### config.mk
export PLATFORM = sky130hd
export DESIGN_NAME = logic_block_group
export DESIGN_NICKNAME = d
export VERILOG_FILES = /design/src/fabric_pkg.sv /design/src/logic_block_group.sv /design/src/logic_cell.sv
export VERILOG_INCLUDE_DIRS = /design/src
export SDC_FILE = /design/constraint.sdc
export NUM_CORES = 1
export LEC_CHECK = 0
export BUFFER_PORTS_ARGS = -buffer_cell sky130_fd_sc_hd__buf_2
export CORE_MARGIN = 4
export CORE_UTILIZATION = 55
export CTS_CLUSTER_DIAMETER = 150
export DETAILED_ROUTE_END_ITERATION = 12
export GPL_TIMING_DRIVEN = 0
export MAX_ROUTING_LAYER = met4
export PLACE_DENSITY = 0.75
export SETUP_SLACK_MARGIN = 0.4
export SYNTH_ARGS = -nofsm -noshare
export SYNTH_HDL_FRONTEND = slang
export SYNTH_SLANG_ARGS = --single-unit
export TNS_END_PERCENT = 5
### constraint.sdc
create_clock -name hclk -period 5.17 [get_ports hclk]
set_clock_uncertainty 0.1 [all_clocks]
set_input_delay 1.034 -clock hclk [delete_from_list [all_inputs] [get_ports hclk]]
set_output_delay 1.034 -clock hclk [all_outputs]
set_load 0.01 [all_outputs]
### src/fabric_consts.svh
/*
  Constants for the logic block group: sizes, register offsets, field
  positions and reset values. Definitions only; included by bare name.
*/
`ifndef FABRIC_CONSTS_SVH
`define FABRIC_CONSTS_SVH

// Sizes
`define N_CELLS 8
`define N_CTL 4
`define N_DED 4
`define N_PINS 4
`define LUT_BITS 16

// Register byte offsets, decoded on haddr[7:0]
`define LUT_BASE 8'h00
`define CFG_BASE 8'h20
`define CTL_SRC_OFS 8'h40
`define PIN_CFG_OFS 8'h44
`define STATUS_OFS 8'h48

// Cell configuration fields
`define CFG_MODE_LSB 0
`define CFG_COMB 2
`define CFG_OUTREG 3
`define CFG_CLKSEL 4
`define CFG_CASC_EN 5
`define CFG_CASC_OR 6
`define CFG_D3_CARRY 7
`define CFG_CLR_EN 8
`define CFG_PRE_EN 9
`define CFG_ARITH 10
`define CFG_WIDTH 11

// Control source fields, one byte per control line
`define CTL_FIELD 8
`define CTL_SRC_LSB 0
`define CTL_IDX_LSB 2

// Pin configuration fields
`define PIN_DRIVE_LSB 0
`define PIN_OUTREG_LSB 4

// Reset values
`define LUT_RST 16'h0000
`define CFG_RST 11'h000
`define CTL_SRC_RST 32'h0000_0000
`define PIN_CFG_RST 8'h00

`endif

### src/fabric_pkg.sv
/*
  Types shared by the logic block group and its logic cells.
  Assumes nothing of its surroundings.
*/
package fabric_pkg;

  typedef enum logic [1:0] {
    FF_D = 2'b00,
    FF_T = 2'b01,
    FF_JK = 2'b10,
    FF_SR = 2'b11
  } ff_mode_t;

  typedef enum logic [1:0] {
    SRC_DEDICATED = 2'b00,
    SRC_PIN = 2'b01,
    SRC_CELL = 2'b10,
    SRC_LOCAL = 2'b11
  } ctl_src_t;

endpackage : fabric_pkg

### src/logic_block_group.sv
/*
  Logic block group: eight logic cells sharing four control lines, the
  carry and cascade chains through them, pin cells and an AHB-Lite slave
  holding the configuration. Assumes a single hclk; cell data, carry,
  cascade and external control lines come from logic on hclk, while the
  dedicated inputs and pins are asynchronous.
*/
// The AHB-Lite interface to the registers and the register addresses were decided locally.
// How it works
// - Eight logic cells form one block.
// - Four control lines reach every cell.
// - Lines 0,1 clock; lines 2,3 clear/preset.
// - Each line sourced dedicated, pin or local.
// - Four synchronised dedicated inputs, shared globally.
// - Cell outputs from any block drive lines.
// - Lookup table gives any four-input function.
// - Flip-flop acts as D, T, JK, SR.
// - Combinational cell bypasses its flip-flop.
// - Carry and cascade link adjacent cells, rowwide.
// - Pin cell: buffer plus one in/out register.
// - Carry-in feeds table and next stage.
// - Cascade combines by AND or OR.
// - Clear and preset low active, unused high.
// - Output selects combinational or registered value.
`timescale 1ns/100ps
`include "fabric_consts.svh"

module logic_block_group (
  // Clock and reset
  input wire logic hclk,
  input wire logic hresetn,
  // AHB-Lite slave
  input wire logic hsel,
  input wire logic [31:0] haddr,
  input wire logic [1:0] htrans,
  input wire logic hwrite,
  input wire logic [2:0] hsize,
  input wire logic [31:0] hwdata,
  input wire logic hready,
  output logic hreadyout,
  output logic hresp,
  output logic [31:0] hrdata,
  // Dedicated global inputs
  input wire logic [`N_DED-1:0] ded_in,
  output logic [`N_DED-1:0] global_ctl,
  // Local interconnect
  input wire logic [4*`N_CELLS-1:0] cell_data,
  input wire logic [`N_CELLS-1:0] ext_ctl,
  output logic [`N_CELLS-1:0] cell_out,
  // Chains to neighbouring blocks of the row
  input wire logic carry_in,
  input wire logic cascade_in,
  output logic carry_out,
  output logic cascade_out,
  // Pins
  input wire logic [`N_PINS-1:0] pin_i,
  output logic [`N_PINS-1:0] pin_o,
  output logic [`N_PINS-1:0] pin_oe_n
);

  // Configuration and bus state
  logic [`LUT_BITS-1:0] lut_q [`N_CELLS];
  logic [`LUT_BITS-1:0] lut_d [`N_CELLS];
  logic [`CFG_WIDTH-1:0] cfg_q [`N_CELLS];
  logic [`CFG_WIDTH-1:0] cfg_d [`N_CELLS];
  logic [31:0] ctl_src_q;
  logic [31:0] ctl_src_d;
  logic [7:0] pin_cfg_q;
  logic [7:0] pin_cfg_d;
  logic wr_pend_q;
  logic wr_pend_d;
  logic [7:0] wr_addr_q;
  logic [7:0] wr_addr_d;
  logic [3:0] wr_mask_q;
  logic [3:0] wr_mask_d;
  logic [31:0] hrdata_q;
  logic [31:0] hrdata_d;
  logic [31:0] wr_word;
  logic [3:0] acc_mask;
  logic acc_valid;

  // Synchronisers and fabric state
  logic [`N_DED-1:0] ded_meta_q;
  logic [`N_DED-1:0] ded_sync_q;
  logic [`N_PINS-1:0] pin_meta_q;
  logic [`N_PINS-1:0] pin_sync_q;
  logic [1:0] clk_prev_q;
  logic [1:0] clk_prev_d;
  logic [`N_PINS-1:0] pin_reg_q;
  logic [`N_PINS-1:0] pin_reg_d;

  logic [`N_CTL-1:0] ctl_line;
  logic [1:0] clk_pulse;
  logic [`N_CELLS-1:0] cell_out_w;
  logic [`N_CELLS-1:0] reg_w;
  logic [`N_CELLS:0] carry_w;
  logic [`N_CELLS:0] casc_w;

  function automatic logic [31:0] merge(input logic [31:0] old_v, input logic [31:0] new_v,
                                        input logic [3:0] mask);
    logic [31:0] r;
    r = old_v;
    for (int b = 0; b < 4; b++)
    begin
      if (mask[b])
      begin
        r[8*b +: 8] = new_v[8*b +: 8];
      end
    end
    return r;
  endfunction : merge

  // Register view; unmapped offsets read zero
  function automatic logic [31:0] reg_read(input logic [7:0] a);
    logic [31:0] r;
    r = 32'h0000_0000;
    if ({a[7:5], 5'h00} == `LUT_BASE)
    begin
      r[`LUT_BITS-1:0] = lut_q[a[4:2]];
    end
    else if ({a[7:5], 5'h00} == `CFG_BASE)
    begin
      r[`CFG_WIDTH-1:0] = cfg_q[a[4:2]];
    end
    else if ({a[7:2], 2'b00} == `CTL_SRC_OFS)
    begin
      r = ctl_src_q;
    end
    else if ({a[7:2], 2'b00} == `PIN_CFG_OFS)
    begin
      r[7:0] = pin_cfg_q;
    end
    else if ({a[7:2], 2'b00} == `STATUS_OFS)
    begin
      r[25:0] = {casc_w[`N_CELLS], carry_w[`N_CELLS], pin_reg_q, ctl_line, reg_w, cell_out_w};
    end
    return r;
  endfunction : reg_read

  // Bus slave: zero wait states, always OKAY
  always_comb
  begin
    hreadyout = 1'b1;
    hresp = 1'b0;
    hrdata = hrdata_q;
    acc_valid = hsel && htrans[1] && hready;
    case (hsize)
      3'b000: acc_mask = 4'b0001 << haddr[1:0];
      3'b001: acc_mask = 4'b0011 << {haddr[1], 1'b0};
      default: acc_mask = 4'b1111;
    endcase
    wr_word = merge(reg_read(wr_addr_q), hwdata, wr_mask_q);
    wr_pend_d = acc_valid && hwrite;
    wr_addr_d = acc_valid ? haddr[7:0] : wr_addr_q;
    wr_mask_d = acc_valid ? acc_mask : wr_mask_q;
    hrdata_d = hrdata_q;
    if (acc_valid && !hwrite)
    begin
      // Forward a write still in its data phase, else a back-to-back read is stale
      if (wr_pend_q && (wr_addr_q[7:2] == haddr[7:2]) && ({haddr[7:2], 2'b00} < `STATUS_OFS))
      begin
        // Trimmed to the register's width; read-only and unmapped words never forward
        hrdata_d = wr_word & (haddr[6] ? (haddr[2] ? 32'h0000_00FF : 32'hFFFF_FFFF)
                                       : (haddr[5] ? 32'h0000_07FF : 32'h0000_FFFF));
      end
      else
      begin
        hrdata_d = reg_read(haddr[7:0]);
      end
    end
  end

  always_comb
  begin
    lut_d = lut_q;
    cfg_d = cfg_q;
    ctl_src_d = ctl_src_q;
    pin_cfg_d = pin_cfg_q;
    if (wr_pend_q)
    begin
      if ({wr_addr_q[7:5], 5'h00} == `LUT_BASE)
      begin
        lut_d[wr_addr_q[4:2]] = wr_word[`LUT_BITS-1:0];
      end
      else if ({wr_addr_q[7:5], 5'h00} == `CFG_BASE)
      begin
        cfg_d[wr_addr_q[4:2]] = wr_word[`CFG_WIDTH-1:0];
      end
      else if ({wr_addr_q[7:2], 2'b00} == `CTL_SRC_OFS)
      begin
        ctl_src_d = wr_word;
      end
      else if ({wr_addr_q[7:2], 2'b00} == `PIN_CFG_OFS)
      begin
        pin_cfg_d = wr_word[7:0];
      end
    end
  end

  always_ff @(posedge hclk or negedge hresetn)
  begin
    if (!hresetn)
    begin
      for (int c = 0; c < `N_CELLS; c++)
      begin
        lut_q[c] <= `LUT_RST;
        cfg_q[c] <= `CFG_RST;
      end
      ctl_src_q <= `CTL_SRC_RST;
      pin_cfg_q <= `PIN_CFG_RST;
      wr_pend_q <= 1'b0;
      wr_addr_q <= 8'h00;
      wr_mask_q <= 4'h0;
      hrdata_q <= 32'h0000_0000;
    end
    else
    begin
      lut_q <= lut_d;
      cfg_q <= cfg_d;
      ctl_src_q <= ctl_src_d;
      pin_cfg_q <= pin_cfg_d;
      wr_pend_q <= wr_pend_d;
      wr_addr_q <= wr_addr_d;
      wr_mask_q <= wr_mask_d;
      hrdata_q <= hrdata_d;
    end
  end

  // Asynchronous inputs pass two flops before any use
  always_ff @(posedge hclk or negedge hresetn)
  begin
    if (!hresetn)
    begin
      ded_meta_q <= '0;
      ded_sync_q <= '0;
      pin_meta_q <= '0;
      pin_sync_q <= '0;
    end
    else
    begin
      ded_meta_q <= ded_in;
      ded_sync_q <= ded_meta_q;
      pin_meta_q <= pin_i;
      pin_sync_q <= pin_meta_q;
    end
  end

  assign global_ctl = ded_sync_q;

  // Control line sources; a cell source is taken straight from cell_out_w, with no flop
  always_comb
  begin
    for (int i = 0; i < `N_CTL; i++)
    begin
      case (fabric_pkg::ctl_src_t'(ctl_src_q[i*`CTL_FIELD + `CTL_SRC_LSB +: 2]))
        fabric_pkg::SRC_DEDICATED: ctl_line[i] = ded_sync_q[ctl_src_q[i*`CTL_FIELD + `CTL_IDX_LSB +: 2]];
        fabric_pkg::SRC_PIN: ctl_line[i] = pin_sync_q[ctl_src_q[i*`CTL_FIELD + `CTL_IDX_LSB +: 2]];
        fabric_pkg::SRC_CELL: ctl_line[i] = cell_out_w[ctl_src_q[i*`CTL_FIELD + `CTL_IDX_LSB +: 3]];
        fabric_pkg::SRC_LOCAL: ctl_line[i] = ext_ctl[ctl_src_q[i*`CTL_FIELD + `CTL_IDX_LSB +: 3]];
        default: ctl_line[i] = 1'b0;
      endcase
    end
    clk_prev_d = ctl_line[1:0];
    // Clock lines become one-cycle enables; glitchy sources give extra edges
    clk_pulse = ctl_line[1:0] & ~clk_prev_q;
  end

  always_ff @(posedge hclk or negedge hresetn)
  begin
    if (!hresetn)
    begin
      clk_prev_q <= 2'b00;
    end
    else
    begin
      clk_prev_q <= clk_prev_d;
    end
  end

  assign carry_w[0] = carry_in;
  assign casc_w[0] = cascade_in;

  for (genvar c = 0; c < `N_CELLS; c++)
  begin : g_cell
    logic cell_clr_n;
    logic cell_pre_n;
    logic cell_clk_en;
    // Lines 2 and 3 are clear and preset; an unused one sits high
    assign cell_clr_n = cfg_q[c][`CFG_CLR_EN] ? ctl_line[2] : 1'b1;
    assign cell_pre_n = cfg_q[c][`CFG_PRE_EN] ? ctl_line[3] : 1'b1;
    assign cell_clk_en = clk_pulse[cfg_q[c][`CFG_CLKSEL]];

    logic_cell u_cell (
      .hclk(hclk),
      .hresetn(hresetn),
      .lut_cfg(lut_q[c]),
      .cell_cfg(cfg_q[c]),
      .data_in(cell_data[4*c +: 4]),
      .carry_in(carry_w[c]),
      .cascade_in(casc_w[c]),
      .clk_en(cell_clk_en),
      .clr_n(cell_clr_n),
      .pre_n(cell_pre_n),
      .carry_out(carry_w[c+1]),
      .cascade_out(casc_w[c+1]),
      .cell_output(cell_out_w[c]),
      .reg_value(reg_w[c])
    );
  end

  assign cell_out = cell_out_w;
  assign carry_out = carry_w[`N_CELLS];
  assign cascade_out = casc_w[`N_CELLS];

  // Pin cells: one flop, either capturing the pin or holding cell p's output
  always_comb
  begin
    pin_reg_d = pin_reg_q;
    for (int p = 0; p < `N_PINS; p++)
    begin
      if (clk_pulse[0])
      begin
        pin_reg_d[p] = pin_cfg_q[`PIN_OUTREG_LSB + p] ? cell_out_w[p] : pin_sync_q[p];
      end
      pin_oe_n[p] = ~(pin_cfg_q[`PIN_DRIVE_LSB + p] & pin_cfg_q[`PIN_OUTREG_LSB + p]);
    end
    pin_o = pin_reg_q;
  end

  always_ff @(posedge hclk or negedge hresetn)
  begin
    if (!hresetn)
    begin
      pin_reg_q <= '0;
    end
    else
    begin
      pin_reg_q <= pin_reg_d;
    end
  end

endmodule : logic_block_group

### src/logic_cell.sv
/*
  One logic cell: four-input lookup table, carry and cascade links and a
  programmable flip-flop. Assumes clock-line edges arrive as hclk enables
  and clear/preset as active-low levels already resolved by the block.
*/
`timescale 1ns/100ps
`include "fabric_consts.svh"

module logic_cell (
  // Clock and reset
  input wire logic hclk,
  input wire logic hresetn,
  // Configuration
  input wire logic [`LUT_BITS-1:0] lut_cfg,
  input wire logic [`CFG_WIDTH-1:0] cell_cfg,
  // Data and chains
  input wire logic [3:0] data_in,
  input wire logic carry_in,
  input wire logic cascade_in,
  // Register control
  input wire logic clk_en,
  input wire logic clr_n,
  input wire logic pre_n,
  // Results
  output logic carry_out,
  output logic cascade_out,
  output logic cell_output,
  output logic reg_value
);

  fabric_pkg::ff_mode_t mode;
  logic [3:0] lut_in;
  logic lut_out;
  logic comb_out;
  logic q_q;
  logic q_d;

  always_comb
  begin
    mode = fabric_pkg::ff_mode_t'(cell_cfg[`CFG_MODE_LSB +: 2]);
    lut_in = {cell_cfg[`CFG_D3_CARRY] ? carry_in : data_in[3], data_in[2:0]};
    lut_out = lut_cfg[lut_in];
    if (cell_cfg[`CFG_CASC_EN])
    begin
      comb_out = cell_cfg[`CFG_CASC_OR] ? (lut_out | cascade_in) : (lut_out & cascade_in);
    end
    else
    begin
      comb_out = lut_out;
    end
    cascade_out = comb_out;
    // Majority of two operands and carry, else carry passes on unchanged
    if (cell_cfg[`CFG_ARITH])
    begin
      carry_out = (data_in[0] & data_in[1]) | ((data_in[0] ^ data_in[1]) & carry_in);
    end
    else
    begin
      carry_out = carry_in;
    end
  end

  // Clear beats preset; both act without waiting for a clock-line edge
  always_comb
  begin
    q_d = q_q;
    if (!clr_n)
    begin
      q_d = 1'b0;
    end
    else if (!pre_n)
    begin
      q_d = 1'b1;
    end
    else if (clk_en && !cell_cfg[`CFG_COMB])
    begin
      case (mode)
        fabric_pkg::FF_D: q_d = comb_out;
        fabric_pkg::FF_T: q_d = q_q ^ comb_out;
        fabric_pkg::FF_JK: q_d = (comb_out & ~q_q) | (~data_in[2] & q_q);
        fabric_pkg::FF_SR: q_d = comb_out | (~data_in[2] & q_q);
        default: q_d = q_q;
      endcase
    end
  end

  always_ff @(posedge hclk or negedge hresetn)
  begin
    if (!hresetn)
    begin
      q_q <= 1'b0;
    end
    else
    begin
      q_q <= q_d;
    end
  end

  always_comb
  begin
    reg_value = q_q;
    if (cell_cfg[`CFG_COMB] || !cell_cfg[`CFG_OUTREG])
    begin
      cell_output = comb_out;
    end
    else
    begin
      cell_output = q_q;
    end
  end

endmodule : logic_cell

### Word-level counts from Yosys, hierarchy flattened

Cells that the tools add are included.
W data, S select, Z words.

| word-level totals | value |
|---|---|
| bits in registers | 331 |
| input port bits | 124 |
| output and inout port bits | 56 |
| word-level logic and storage cells | 508 |

| cells by class | value |
|---|---|
| magnitude comparators | 28 |
| equal/unequal tests | 54 |
| shift-type cells | 2 |
| mux-type cells | 209 |
| bitwise gates (word level) | 120 |
| reductions and logical operators | 59 |

Operators with widths:

| operator | number |
|---|---|
| $mux W26 | 8 |
| $mux W16 | 10 |
| $bwmux W128 | 1 |
| $mux W1 | 124 |
| $bmux W16 S3 | 2 |
| $mux W32 | 3 |
| $bwmux W88 | 1 |
| $mux W11 | 7 |
| $bmux W11 S3 | 2 |
| $demux W16 S3 | 1 |
| $eq A2 B2 Y1 const B | 24 |
| $mux W8 | 6 |
| $pmux W1 S4 | 12 |
| $and A1 B1 Y1 | 44 |
| $mux W21 | 2 |
| $lt A4 B5 Y1 const B | 8 |
| $eq A6 B5 Y1 const B | 6 |
| $mux W18 | 2 |
| $demux W11 S3 | 1 |
| $and A32 B32 Y32 | 1 |
| $bmux W1 S4 | 8 |
| $or A1 B1 Y1 | 32 |
| $bmux W1 S3 | 8 |
| $eq A2 B1 Y1 const B | 12 |
| other kinds (28) | 147 |

### Longest topological paths before layout

Gate-level depths: netlist of the first run.

| depth | value |
|---|---|
| depth in word-level cells | 44 |
| gate-level depth with buffers | 16 |
| gate-level depth less buffers | 16 |

### By module

Synthesis of the first run repeated with hierarchy kept, for this count alone.

| unflattened totals | value |
|---|---|
| cell total of the unflattened synthesis | 1,980 |
| area, all modules | 20,758.7 um^2 |

By module, submodules not included:

| module | times used | cells each | area an instance (um^2) | sequential area each (um^2) |
|---|---|---|---|---|
| logic_block_group | 1 | 1,692 | 17,956.0 | 8,032.7 |
| logic_cell | 8 | 36 | 350.3 | 25.0 |

### Worst setup path after synthesis of the first run

No wires, ideal clock.

| path | value |
|---|---|
| path type | input to output |
| start | input port cell_data[0] |
| end | output port cell_out[7] |
| arrival | 3,600 ps |
| data required time | 4,036 ps |
| setup slack | 436 ps |
| stages | 11 |
| buffers on the path | 1 |
| cells stage by stage | ha_1 nand2b_1 a222oi_1 o21ai_1 mux2_2 o32ai_4 o211ai_2 nor4_4 o31ai_4 o21ai_2 buf_4 |

| on the way | value |
|---|---|
| cells in the longest elaborated chain, start to end | 29 |
| elaborated cells between the ends (all ways) | 79 |
| those cells by class | mux (47); bitwise (32) |

Ends and longest elaborated chain:

| what | RTL line | RTL |
|---|---|---|
| start, declared | logic_block_group.sv:47 | `` input wire logic [4*`N_CELLS-1:0] cell_data, `` |
| $xor A1 B1 Y1 | logic_cell.sv:55 | `carry_out = (data_in[0] & data_in[1]) \| ((data_in[0] ^ data_in[1]) & carry_in);` |
| $and A1 B1 Y1 | logic_cell.sv:55 |  |
| $or A1 B1 Y1 | logic_cell.sv:55 |  |
| $mux W1 | logic_cell.sv:53 | `` if (cell_cfg[`CFG_ARITH]) `` |
| $and A1 B1 Y1 or $mux W1 (tied branches) | logic_cell.sv:55, logic_cell.sv:41 |  |
| $or A1 B1 Y1 or $bmux W1 S4 (tied branches) | logic_cell.sv:55, logic_cell.sv:42 |  |
| $mux W1, on equally long branches | logic_cell.sv:53, logic_cell.sv:42 |  |
| $and A1 B1 Y1, or another cell as far along | logic_cell.sv:55 |  |
| [13 not listed] | -- |  |
| $mux W1, on equally long branches | logic_cell.sv:53, logic_cell.sv:42, logic_cell.sv:43 |  |
| $mux W1, or another cell as far along | logic_cell.sv:41 | `` lut_in = {cell_cfg[`CFG_D3_CARRY] ? carry_in : data_in[3], data_in[2:0]}; `` |
| $bmux W1 S4 or $mux W1 (tied branches) | logic_cell.sv:42, logic_cell.sv:45 |  |
| $mux W1, on equally long branches | logic_cell.sv:42, logic_cell.sv:43 |  |
| $and A1 B1 Y1 or $or A1 B1 Y1 (tied branches) | logic_cell.sv:45 | `` comb_out = cell_cfg[`CFG_CASC_OR] ? (lut_out \| cascade_in) : (lut_out & cascade_in); `` |
| $mux W1 | logic_cell.sv:45 |  |
| $mux W1 * | logic_cell.sv:43 | `` if (cell_cfg[`CFG_CASC_EN]) `` |
| $mux W1 * | logic_cell.sv:102 | `` if (cell_cfg[`CFG_COMB] \|\| !cell_cfg[`CFG_OUTREG]) `` |
| end, declared | logic_block_group.sv:49 | `` output logic [`N_CELLS-1:0] cell_out, `` |

Every way passes the cells marked *; elsewhere a longest branch is shown, timed or not. The select of a mux whose other input is x is not followed.

### Final worst setup path of the first run

| path | value |
|---|---|
| start | input port cell_data[1] |
| end | output port cell_out[6] |

| on the way | value |
|---|---|
| cells in the longest elaborated chain, start to end | 26 |
| elaborated cells between the ends (all ways) | 69 |
| those cells by class | mux (41); bitwise (28) |

Ends and longest elaborated chain:

| what | RTL line |
|---|---|
| $xor A1 B1 Y1 | logic_cell.sv:55 |
| $and A1 B1 Y1 | logic_cell.sv:55 |
| $or A1 B1 Y1 | logic_cell.sv:55 |
| $mux W1 | logic_cell.sv:53 |
| $and A1 B1 Y1 or $mux W1 (tied branches) | logic_cell.sv:55, logic_cell.sv:41 |
| $or A1 B1 Y1 or $bmux W1 S4 (tied branches) | logic_cell.sv:55, logic_cell.sv:42 |
| $mux W1, on equally long branches | logic_cell.sv:53, logic_cell.sv:42 |
| $and A1 B1 Y1, or another cell as far along | logic_cell.sv:55 |
| [10 not listed] | -- |
| $mux W1, on equally long branches | logic_cell.sv:53, logic_cell.sv:42, logic_cell.sv:43 |
| $mux W1, or another cell as far along | logic_cell.sv:41 |
| $bmux W1 S4 or $mux W1 (tied branches) | logic_cell.sv:42, logic_cell.sv:45 |
| $mux W1, on equally long branches | logic_cell.sv:42, logic_cell.sv:43 |
| $and A1 B1 Y1 or $or A1 B1 Y1 (tied branches) | logic_cell.sv:45 |
| $mux W1 | logic_cell.sv:45 |
| $mux W1 * | logic_cell.sv:43 |
| $mux W1 * | logic_cell.sv:102 |

Marks and branches as above.

==> metrics.cfg, run 1 <==
[clock_tree]
cts-root-buf = clkbuf_16
cts_inserted_buffers = 38
cts_num_sinks = 329
hold_buffers = 0
insertion_delay_ns = 0.59
htree_levels = 2
cts_tree = built
clockBufferDepth = 3
path_clk_slew_ns = 0.07

[final_layout]
register_area_sq_um = 8230
multi_input_comb_area_sq_um = 12000
mostFrequentLayoutCells = dfrtp_1, nand2_1, mux2_2
syn_to_final_growth_pct = 19.1
drive_gt1_frac = 0.315
final_common_cell = dfrtp_1
final_nets = 2297
fillCellCount = 2772
final_util = 0.664

[sta]
final.min_clock_period_ns = 5.49
min_period_over_period = 1.06
fin_ws_ns = -0.318
slew_headroom = 0.205
slew_violations = 0
setup-violations-final = 4
tns_ns = -1.03
fmax_ghz = 0.182
rsz0062_at_grt = true
hold_violations = 0
worst_slew_pin_slew_ns = 1.19

[yosys]
synthFlopType = dfrtp_1
synthArstFlopShare = 1.00
seq_area_frac_synth = 0.403
syn-num-nets = 2064
avgSynthCellArea_sq_um = 10.6
netlist_instances = 1924
synth-seq-cells = 329
synth_area_sq_um = 20400
synth-edff-count = 0
yosysWarnings = 0
synth_cell_types = 91

[setup_path]
crit_chain = buf_12 > ha_4 > nand2b_4 > a222oi_1 > o211ai_1 > a31o_1 > mux4_2 > a21oi_4 > nor4_4 > buf_4 > o31ai_4 > inv_2 > buf_6 > buf_6
path_buf_inv = 5
cp.required_ns = 4.04
cp-end-kind = output pin
worstPathArrival_ns = 4.35
max_stage_delay_ns = 0.59
cp_max_fo = 4
cp_top_family = compound AO/OA/AOI/OAI gates
critPathLaunchType = input port
setup.worst_path.class = in -> out
crit_path_top_delay_cell = mux4_2
cpMostUsedCell = buf_6

[grt]
grt_pass1_wl_microns = 141000
overflow = 0
grtUsageTotal = 0.502
antenna_found_initial = 10
grt_pass1_vias = 20000
grt_max_degree = 89

[outcome]
violations = negative setup slack
status = finished with violations

[routing]
via_per_inst = 7.61
routedWlPerCell_microns = 37.9
drt_wl_total_microns = 101000
drt-pass1-iter-count = 7
drc_errors = 0
detailedRoute.firstIterationViolations = 3374
antenna_left = 0
via_count = 20300

[power]
combPwrFrac = 0.360
p_int_w = 0.00595
seqPwrFrac = 0.356
powerDensity_nw_per_um2 = 408
clockPowerShare = 0.284
power.switching_w = 0.00397
ir_drop_mv = 0.312
swShare = 0.400
p_leak_nw = 10.1

[hold_path]
hp-class = reg -> reg

[placement]
routabilityCongestion = 1.13
portBuffers = 148
dp_hpwl_microns = 74600

[floorplanning]
die-area_sq_um = 40300
coreArea_sq_um = 36600
initial_utilization = 0.558
die_width_microns = 201
rows = 70
num_io_pins = 180
die_h_microns = 201

[job]
cap_violations = 0

-- synthesized netlist by cell type (21+ instances only) --
library cell / count / share of area
clkbuf_1: 105 / 0.019
a22oi_1: 40 / 0.015
inv_1: 44 / 0.0081
nor2_1: 153 / 0.028
nand2b_1: 21 / 0.0064
dfrtp_1: 329 / 0.40
nand2_1: 197 / 0.036
mux4_2: 119 / 0.13
mux2_2: 162 / 0.089
o21ai_0: 163 / 0.040
mux2i_1: 82 / 0.040
a221oi_1: 35 / 0.015
a21oi_1: 110 / 0.027
-- cell type report --
type | instances | area share
Timing Repair Buffer | 193 | 0.0552
Clock buffer | 51 | 0.0462
Clock inverter | 15 | 0.00612
Antenna cell | 16 | 0.00165
Multi-Input combinational cell | 1412 | 0.493
Inverter | 44 | 0.00700
Tap cell | 468 | 0.0241
Sequential cell | 329 | 0.339
Buffer | 139 | 0.0284
-- stage by stage --
step	std cells	hold WS (ns)	cell area (sq um)	total power (W)	worst slack (ns)
floorplan	1924	0.231	20400	0.00505	0.436
global placement	2540	0.241	21700	0.00641	-3.16
detailed placement	2552	0.237	22000	0.00652	-2.33
CTS	2641	0.252	23900	0.00954	-0.259
global route	2659	0.254	24300	0.0101	-0.267
finish	2667	0.254	24300	0.00992	-0.318
-- path summary, 6_finish.rpt --
| check | startpoint | endpoint | slack (ns) | cells past startpoint |
|---|---|---|---|---|
| min in group asynchronous | hresetn | cfg_q[24] | 0.35 | 1 |
| hold reg to reg | ded_meta_q[0] | global_ctl[0] | 0.25 | 0 |
| max in group asynchronous | hresetn | lut_q[69] | 3.34 | 3 |
| setup / recovery | cell_data[1] | cell_out[6] | -0.32 | 14 |
| hold / removal | ded_meta_q[0] | global_ctl[0] | 0.25 | 0 |
| setup reg to reg | cfg_q[43] | lut_q[102] | 0.23 | 15 |
-- power groups by stage --
stage	Sequential, W	Combinational (W)	Clock (W)
after detailed placement	0.00351	0.00301	0
final	0.00353	0.00357	0.00282
after floorplan	0.00326	0.00179	0
after CTS	0.00347	0.00328	0.00279
after global placement	0.00349	0.00292	0
after global routing	0.00352	0.00365	0.00291
-- worst register-to-register path: stages (launching register included) --
cell       delay, ns
dfrtp_1         0.63
nand2_1         0.39
and3_1          0.33
o21ai_1         0.29
a31oi_1         0.19
a21boi_1        0.23
a211oi_4        0.50
o21ai_2         0.17
buf_4           0.18
o31ai_4         0.35
buf_4           0.22
o21ai_0         0.17
a221oi_2        0.36
a21oi_4         0.09
bufbuf_16       0.34
mux2_2          0.26
-- metal layers --
metal,track usage,vias up,routed length (microns)
li1,-,7816,-
met1,0.585,10000,33400
met2,0.725,1851,43200
met3,0.178,631,14300
met4,0.355,0,10100
met5,-,-,0
-- state kept, by name (all words and copies together), names as in the netlist --
signal and count:
lut_q 128, cfg_q 88, ctl_src_q 32, hrdata 32, g_cell.u_cell.reg_value 8, pin_cfg_q 8
wr_addr_q 6, ded_meta_q 4, global_ctl 4, pin_meta_q 4, pin_o 4, pin_sync_q 4
wr_mask_q 4, clk_prev_q 2, wr_pend_q 1
-- what timing repair did --
item,4_1_cts,5_1_grt
pin swaps,17,28
endpoints found under the setup margin,261,203
gates cloned,1,0
gates resized for setup,104,98
buffers inserted,22,10
-- cells by family after synthesis --
kind of cell / after synthesis / synth area share
other: 2 / 0.000368
AOI/OAI and AO/OA: 542 / 0.179
xor gates and xnor gates: 4 / 0.00172
DFF: 329 / 0.403
muxes: 365 / 0.263
buffers and inverters: 183 / 0.0360
adders and majority gates: 16 / 0.00981
and+or+nand+nor: 483 / 0.106
Note: power is estimated with default switching activity, not from simulation.
==> run 2: changes to the inputs <==
--- a/config.mk
+++ b/config.mk
@@ -7,13 +7,14 @@
 export NUM_CORES = 1
 export LEC_CHECK = 0
 export BUFFER_PORTS_ARGS = -buffer_cell sky130_fd_sc_hd__buf_2
+export CORE_ASPECT_RATIO = 1.5
 export CORE_MARGIN = 4
 export CORE_UTILIZATION = 55
 export CTS_CLUSTER_DIAMETER = 150
 export DETAILED_ROUTE_END_ITERATION = 12
 export GPL_TIMING_DRIVEN = 0
 export MAX_ROUTING_LAYER = met4
-export PLACE_DENSITY = 0.75
+export PLACE_DENSITY = 0.76
 export SETUP_SLACK_MARGIN = 0.4
 export SYNTH_ARGS = -nofsm -noshare
 export SYNTH_HDL_FRONTEND = slang
==> run 2 against run 1 <==
The flow still finishes with violations (negative setup slack); flip-flop and latch count unchanged; final cell count grew 0.26%; via count shrank 0.99%; combinational power hardly changed; utilization fell by 0.68 points; power down 1.7%; sequential power is 2% higher; hold slack worse by 0.085 ns; global-route usage grew 2.1 points; sequential share of layout area is 0.27 points higher; cell area fell by 0.80%; critical endpoint unchanged; largest cell class unchanged.
==> metrics.cfg, run 2 (same netlist as run 1, synthesis figures left out) <==
[outcome]
status = finished with violations
violations = negative setup slack

[sta]
hold-worst-slack_ns = 0.169  ; -0.0850 ns
slew_violations = 0  ; unchanged
min_period_over_period = 1.06  ; about the same
rsz0062_at_grt = true
fin_ws_ns = -0.318  ; -0.000439 ns
setup-violations-final = 24  ; +20
slew_headroom = 0.170  ; -0.0350
fmax_ghz = 0.182  ; about the same
final.min_clock_period_ns = 5.49  ; +0.000439 ns
worst_slew_pin_slew_ns = 1.25  ; +0.0569 ns
hold_violations = 0  ; unchanged

[grt]
grtUsageTotal = 0.523  ; +0.0206
busiest_layer = met2
grt_pass1_wl_microns = 143000  ; +1.2%
grt_use_met3 = 0.179  ; +0.00118
overflow = 0  ; unchanged
grt_pass1_vias = 19800  ; -0.92%
grt_max_degree = 122  ; +37%
globalRouteMet1Util = 0.541  ; -0.0445
antenna_found_initial = 9  ; -1
met2_usage = 0.769  ; +0.0432

[final_layout]
drive_gt1_frac = 0.304  ; -0.0106
syn_to_final_growth_pct = 18.1
final_nets = 2296  ; -0.044%
fillCellCount = 2908  ; +4.9%
mostFrequentLayoutCells = dfrtp_1, nand2_1, mux2_2
layout.cells.non_filler = 2674  ; +0.26%
largest_register_ffs = 128  ; unchanged
regMostFlops = lut_q
final_common_cell = dfrtp_1
reg.largest.list = lut_q: 128 flops, cfg_q: 88 flops

[clock_tree]
path_clk_slew_ns = 0.06  ; about the same
cts-root-buf = clkbuf_16
insertion_delay_ns = 0.55  ; -0.04 ns
clockBufferDepth = 3  ; unchanged
htree_levels = 2  ; unchanged
cts_inserted_buffers = 34  ; -11%
cts_tree = built
hold_buffers = 0  ; unchanged
cts_num_sinks = 329  ; unchanged

[power]
powerDensity_nw_per_um2 = 404  ; -0.94%
p_leak_nw = 10.0  ; -0.84%
finalPower_w = 0.00974  ; -1.7%
ir_drop_mv = 0.296  ; -4.9%

[placement]
portBuffers = 148  ; unchanged
dp_hpwl_microns = 76300  ; +2.3%
place_inst = 2566  ; +0.55%
routabilityCongestion = 1.21  ; +7.7%

[floorplanning]
initial_utilization = 0.556  ; -0.00125
die-area_sq_um = 40300  ; +0.16%
rows = 86  ; +23%
die_h_microns = 244  ; +22%
num_io_pins = 180  ; unchanged
coreArea_sq_um = 36700  ; +0.23%
die_width_microns = 165  ; -18%

[routing]
detailedRoute.firstIterationViolations = 3258  ; -3.4%
routedWlPerCell_microns = 38.3  ; +1.1%
drt_wl_total_microns = 102000  ; +1.3%
drc_errors = 0  ; unchanged
via_count = 20100  ; -0.99%
drt-pass1-iter-count = 8  ; +1
via_per_inst = 7.52  ; -1.2%
antenna_left = 0  ; unchanged

[setup_path]
r2r_slack_ns = -0.02  ; -0.25 ns
cp_top_family = compound AO/OA/AOI/OAI gates
path_buf_inv = 6  ; +1
cpMostUsedCell = buf_6
crit_chain = buf_8 > ha_4 > nand2b_4 > a222oi_1 > buf_4 > o211ai_1 > a31o_1 > mux4_2 > a21oi_4 > nor4_4 > buf_6 > o31ai_4 > inv_2 > buf_6 > buf_6
crit_path_top_delay_cell = o211ai_1
cp_max_fo = 3  ; -1
cp-end-kind = output pin
setup.worst_path.class = in -> out
rr_startpoint = cfg_q[87]
max_stage_delay_ns = 0.73  ; +0.14 ns
worstPathArrival_ns = 4.35  ; about the same
critPathLaunchType = input port
r2r_cells = 17  ; +2
rr_endpoint = g_cell[3].u_cell.reg_value
cp.required_ns = 4.04  ; about the same

[hold_path]
hp-class = in -> async

[job]
cap_violations = 0  ; unchanged

-- run 2: cell types whose count changed in the layout (fill, tap and decap cells not counted), sizes merged --
cell and delta:
buf +8, diode -6, clkbuf -5, clkinv -5, clkdlybuf4s15 +2, bufbuf -1, clkdlybuf4s18 -1, clkinvlp -1
-- run 2: what timing repair did --
action,CTS,global route
pin swaps,18,16
endpoints found under the setup margin,260,182
setup buffers,23,14
gates resized for setup,112,60
-- run 2: through the flow --
| stage | TNS, ns | cell area (sq um) | setup WS (ns) | utilization |
|---|---|---|---|---|
| finish | -5.41 | 24100 | -0.318 | 0.657 |
| global placement | -1292.87 | 21800 | -3.23 | 0.593 |
| global route | -4.85 | 24100 | -0.328 | 0.657 |
| detailed placement | -167.43 | 22000 | -1.71 | 0.600 |
| CTS | -0.0204 | 23800 | -0.0204 | 0.649 |
| floorplan | 0 | 20400 | 0.436 | - |
-- run 2: layout make-up --
cell class / count / area (sq um) / share of cell area
Clock buffer: 51 / 1040 / 0.0431
Tap cell: 484 / 606 / 0.0251
Antenna cell: 10 / 25.0 / 0.00104
Clock inverter: 9 / 101 / 0.00420
Buffer: 139 / 686 / 0.0284
Multi-Input combinational cell: 1412 / 11900 / 0.494
Timing Repair Buffer: 196 / 1330 / 0.0553
Inverter: 44 / 173 / 0.00716
Sequential cell: 329 / 8230 / 0.341
-- run 2: where the power goes --
group	internal, W	switching [W]	total, W
combinational	0.00138	0.00219	0.00357
clock	0.00149	0.00108	0.00257
sequential	0.00293	0.000669	0.00360
total	0.00580	0.00394	0.00974
-- run 2: how the worst max path moves through the flow --
stage                      start     endpoint  cells past startpoint
global placement         hresetn    lut_q[11]                      1
detailed placement  cell_data[1]   lut_q[101]                     16
finish              cell_data[0]  cell_out[6]                     15
global route        cell_data[0]  cascade_out                     15
floorplan           cell_data[0]  cell_out[7]                     11
CTS                 cell_data[0]  cell_out[7]                     14
-- run 2: metal layers --
metal	vias to the layer above	wire, microns	part of all wire
met4	0	14100	0.14
met1	9718	30600	0.30
met2	1830	45500	0.44
li1	7802	-	-
met5	-	0	0
met3	756	12200	0.12
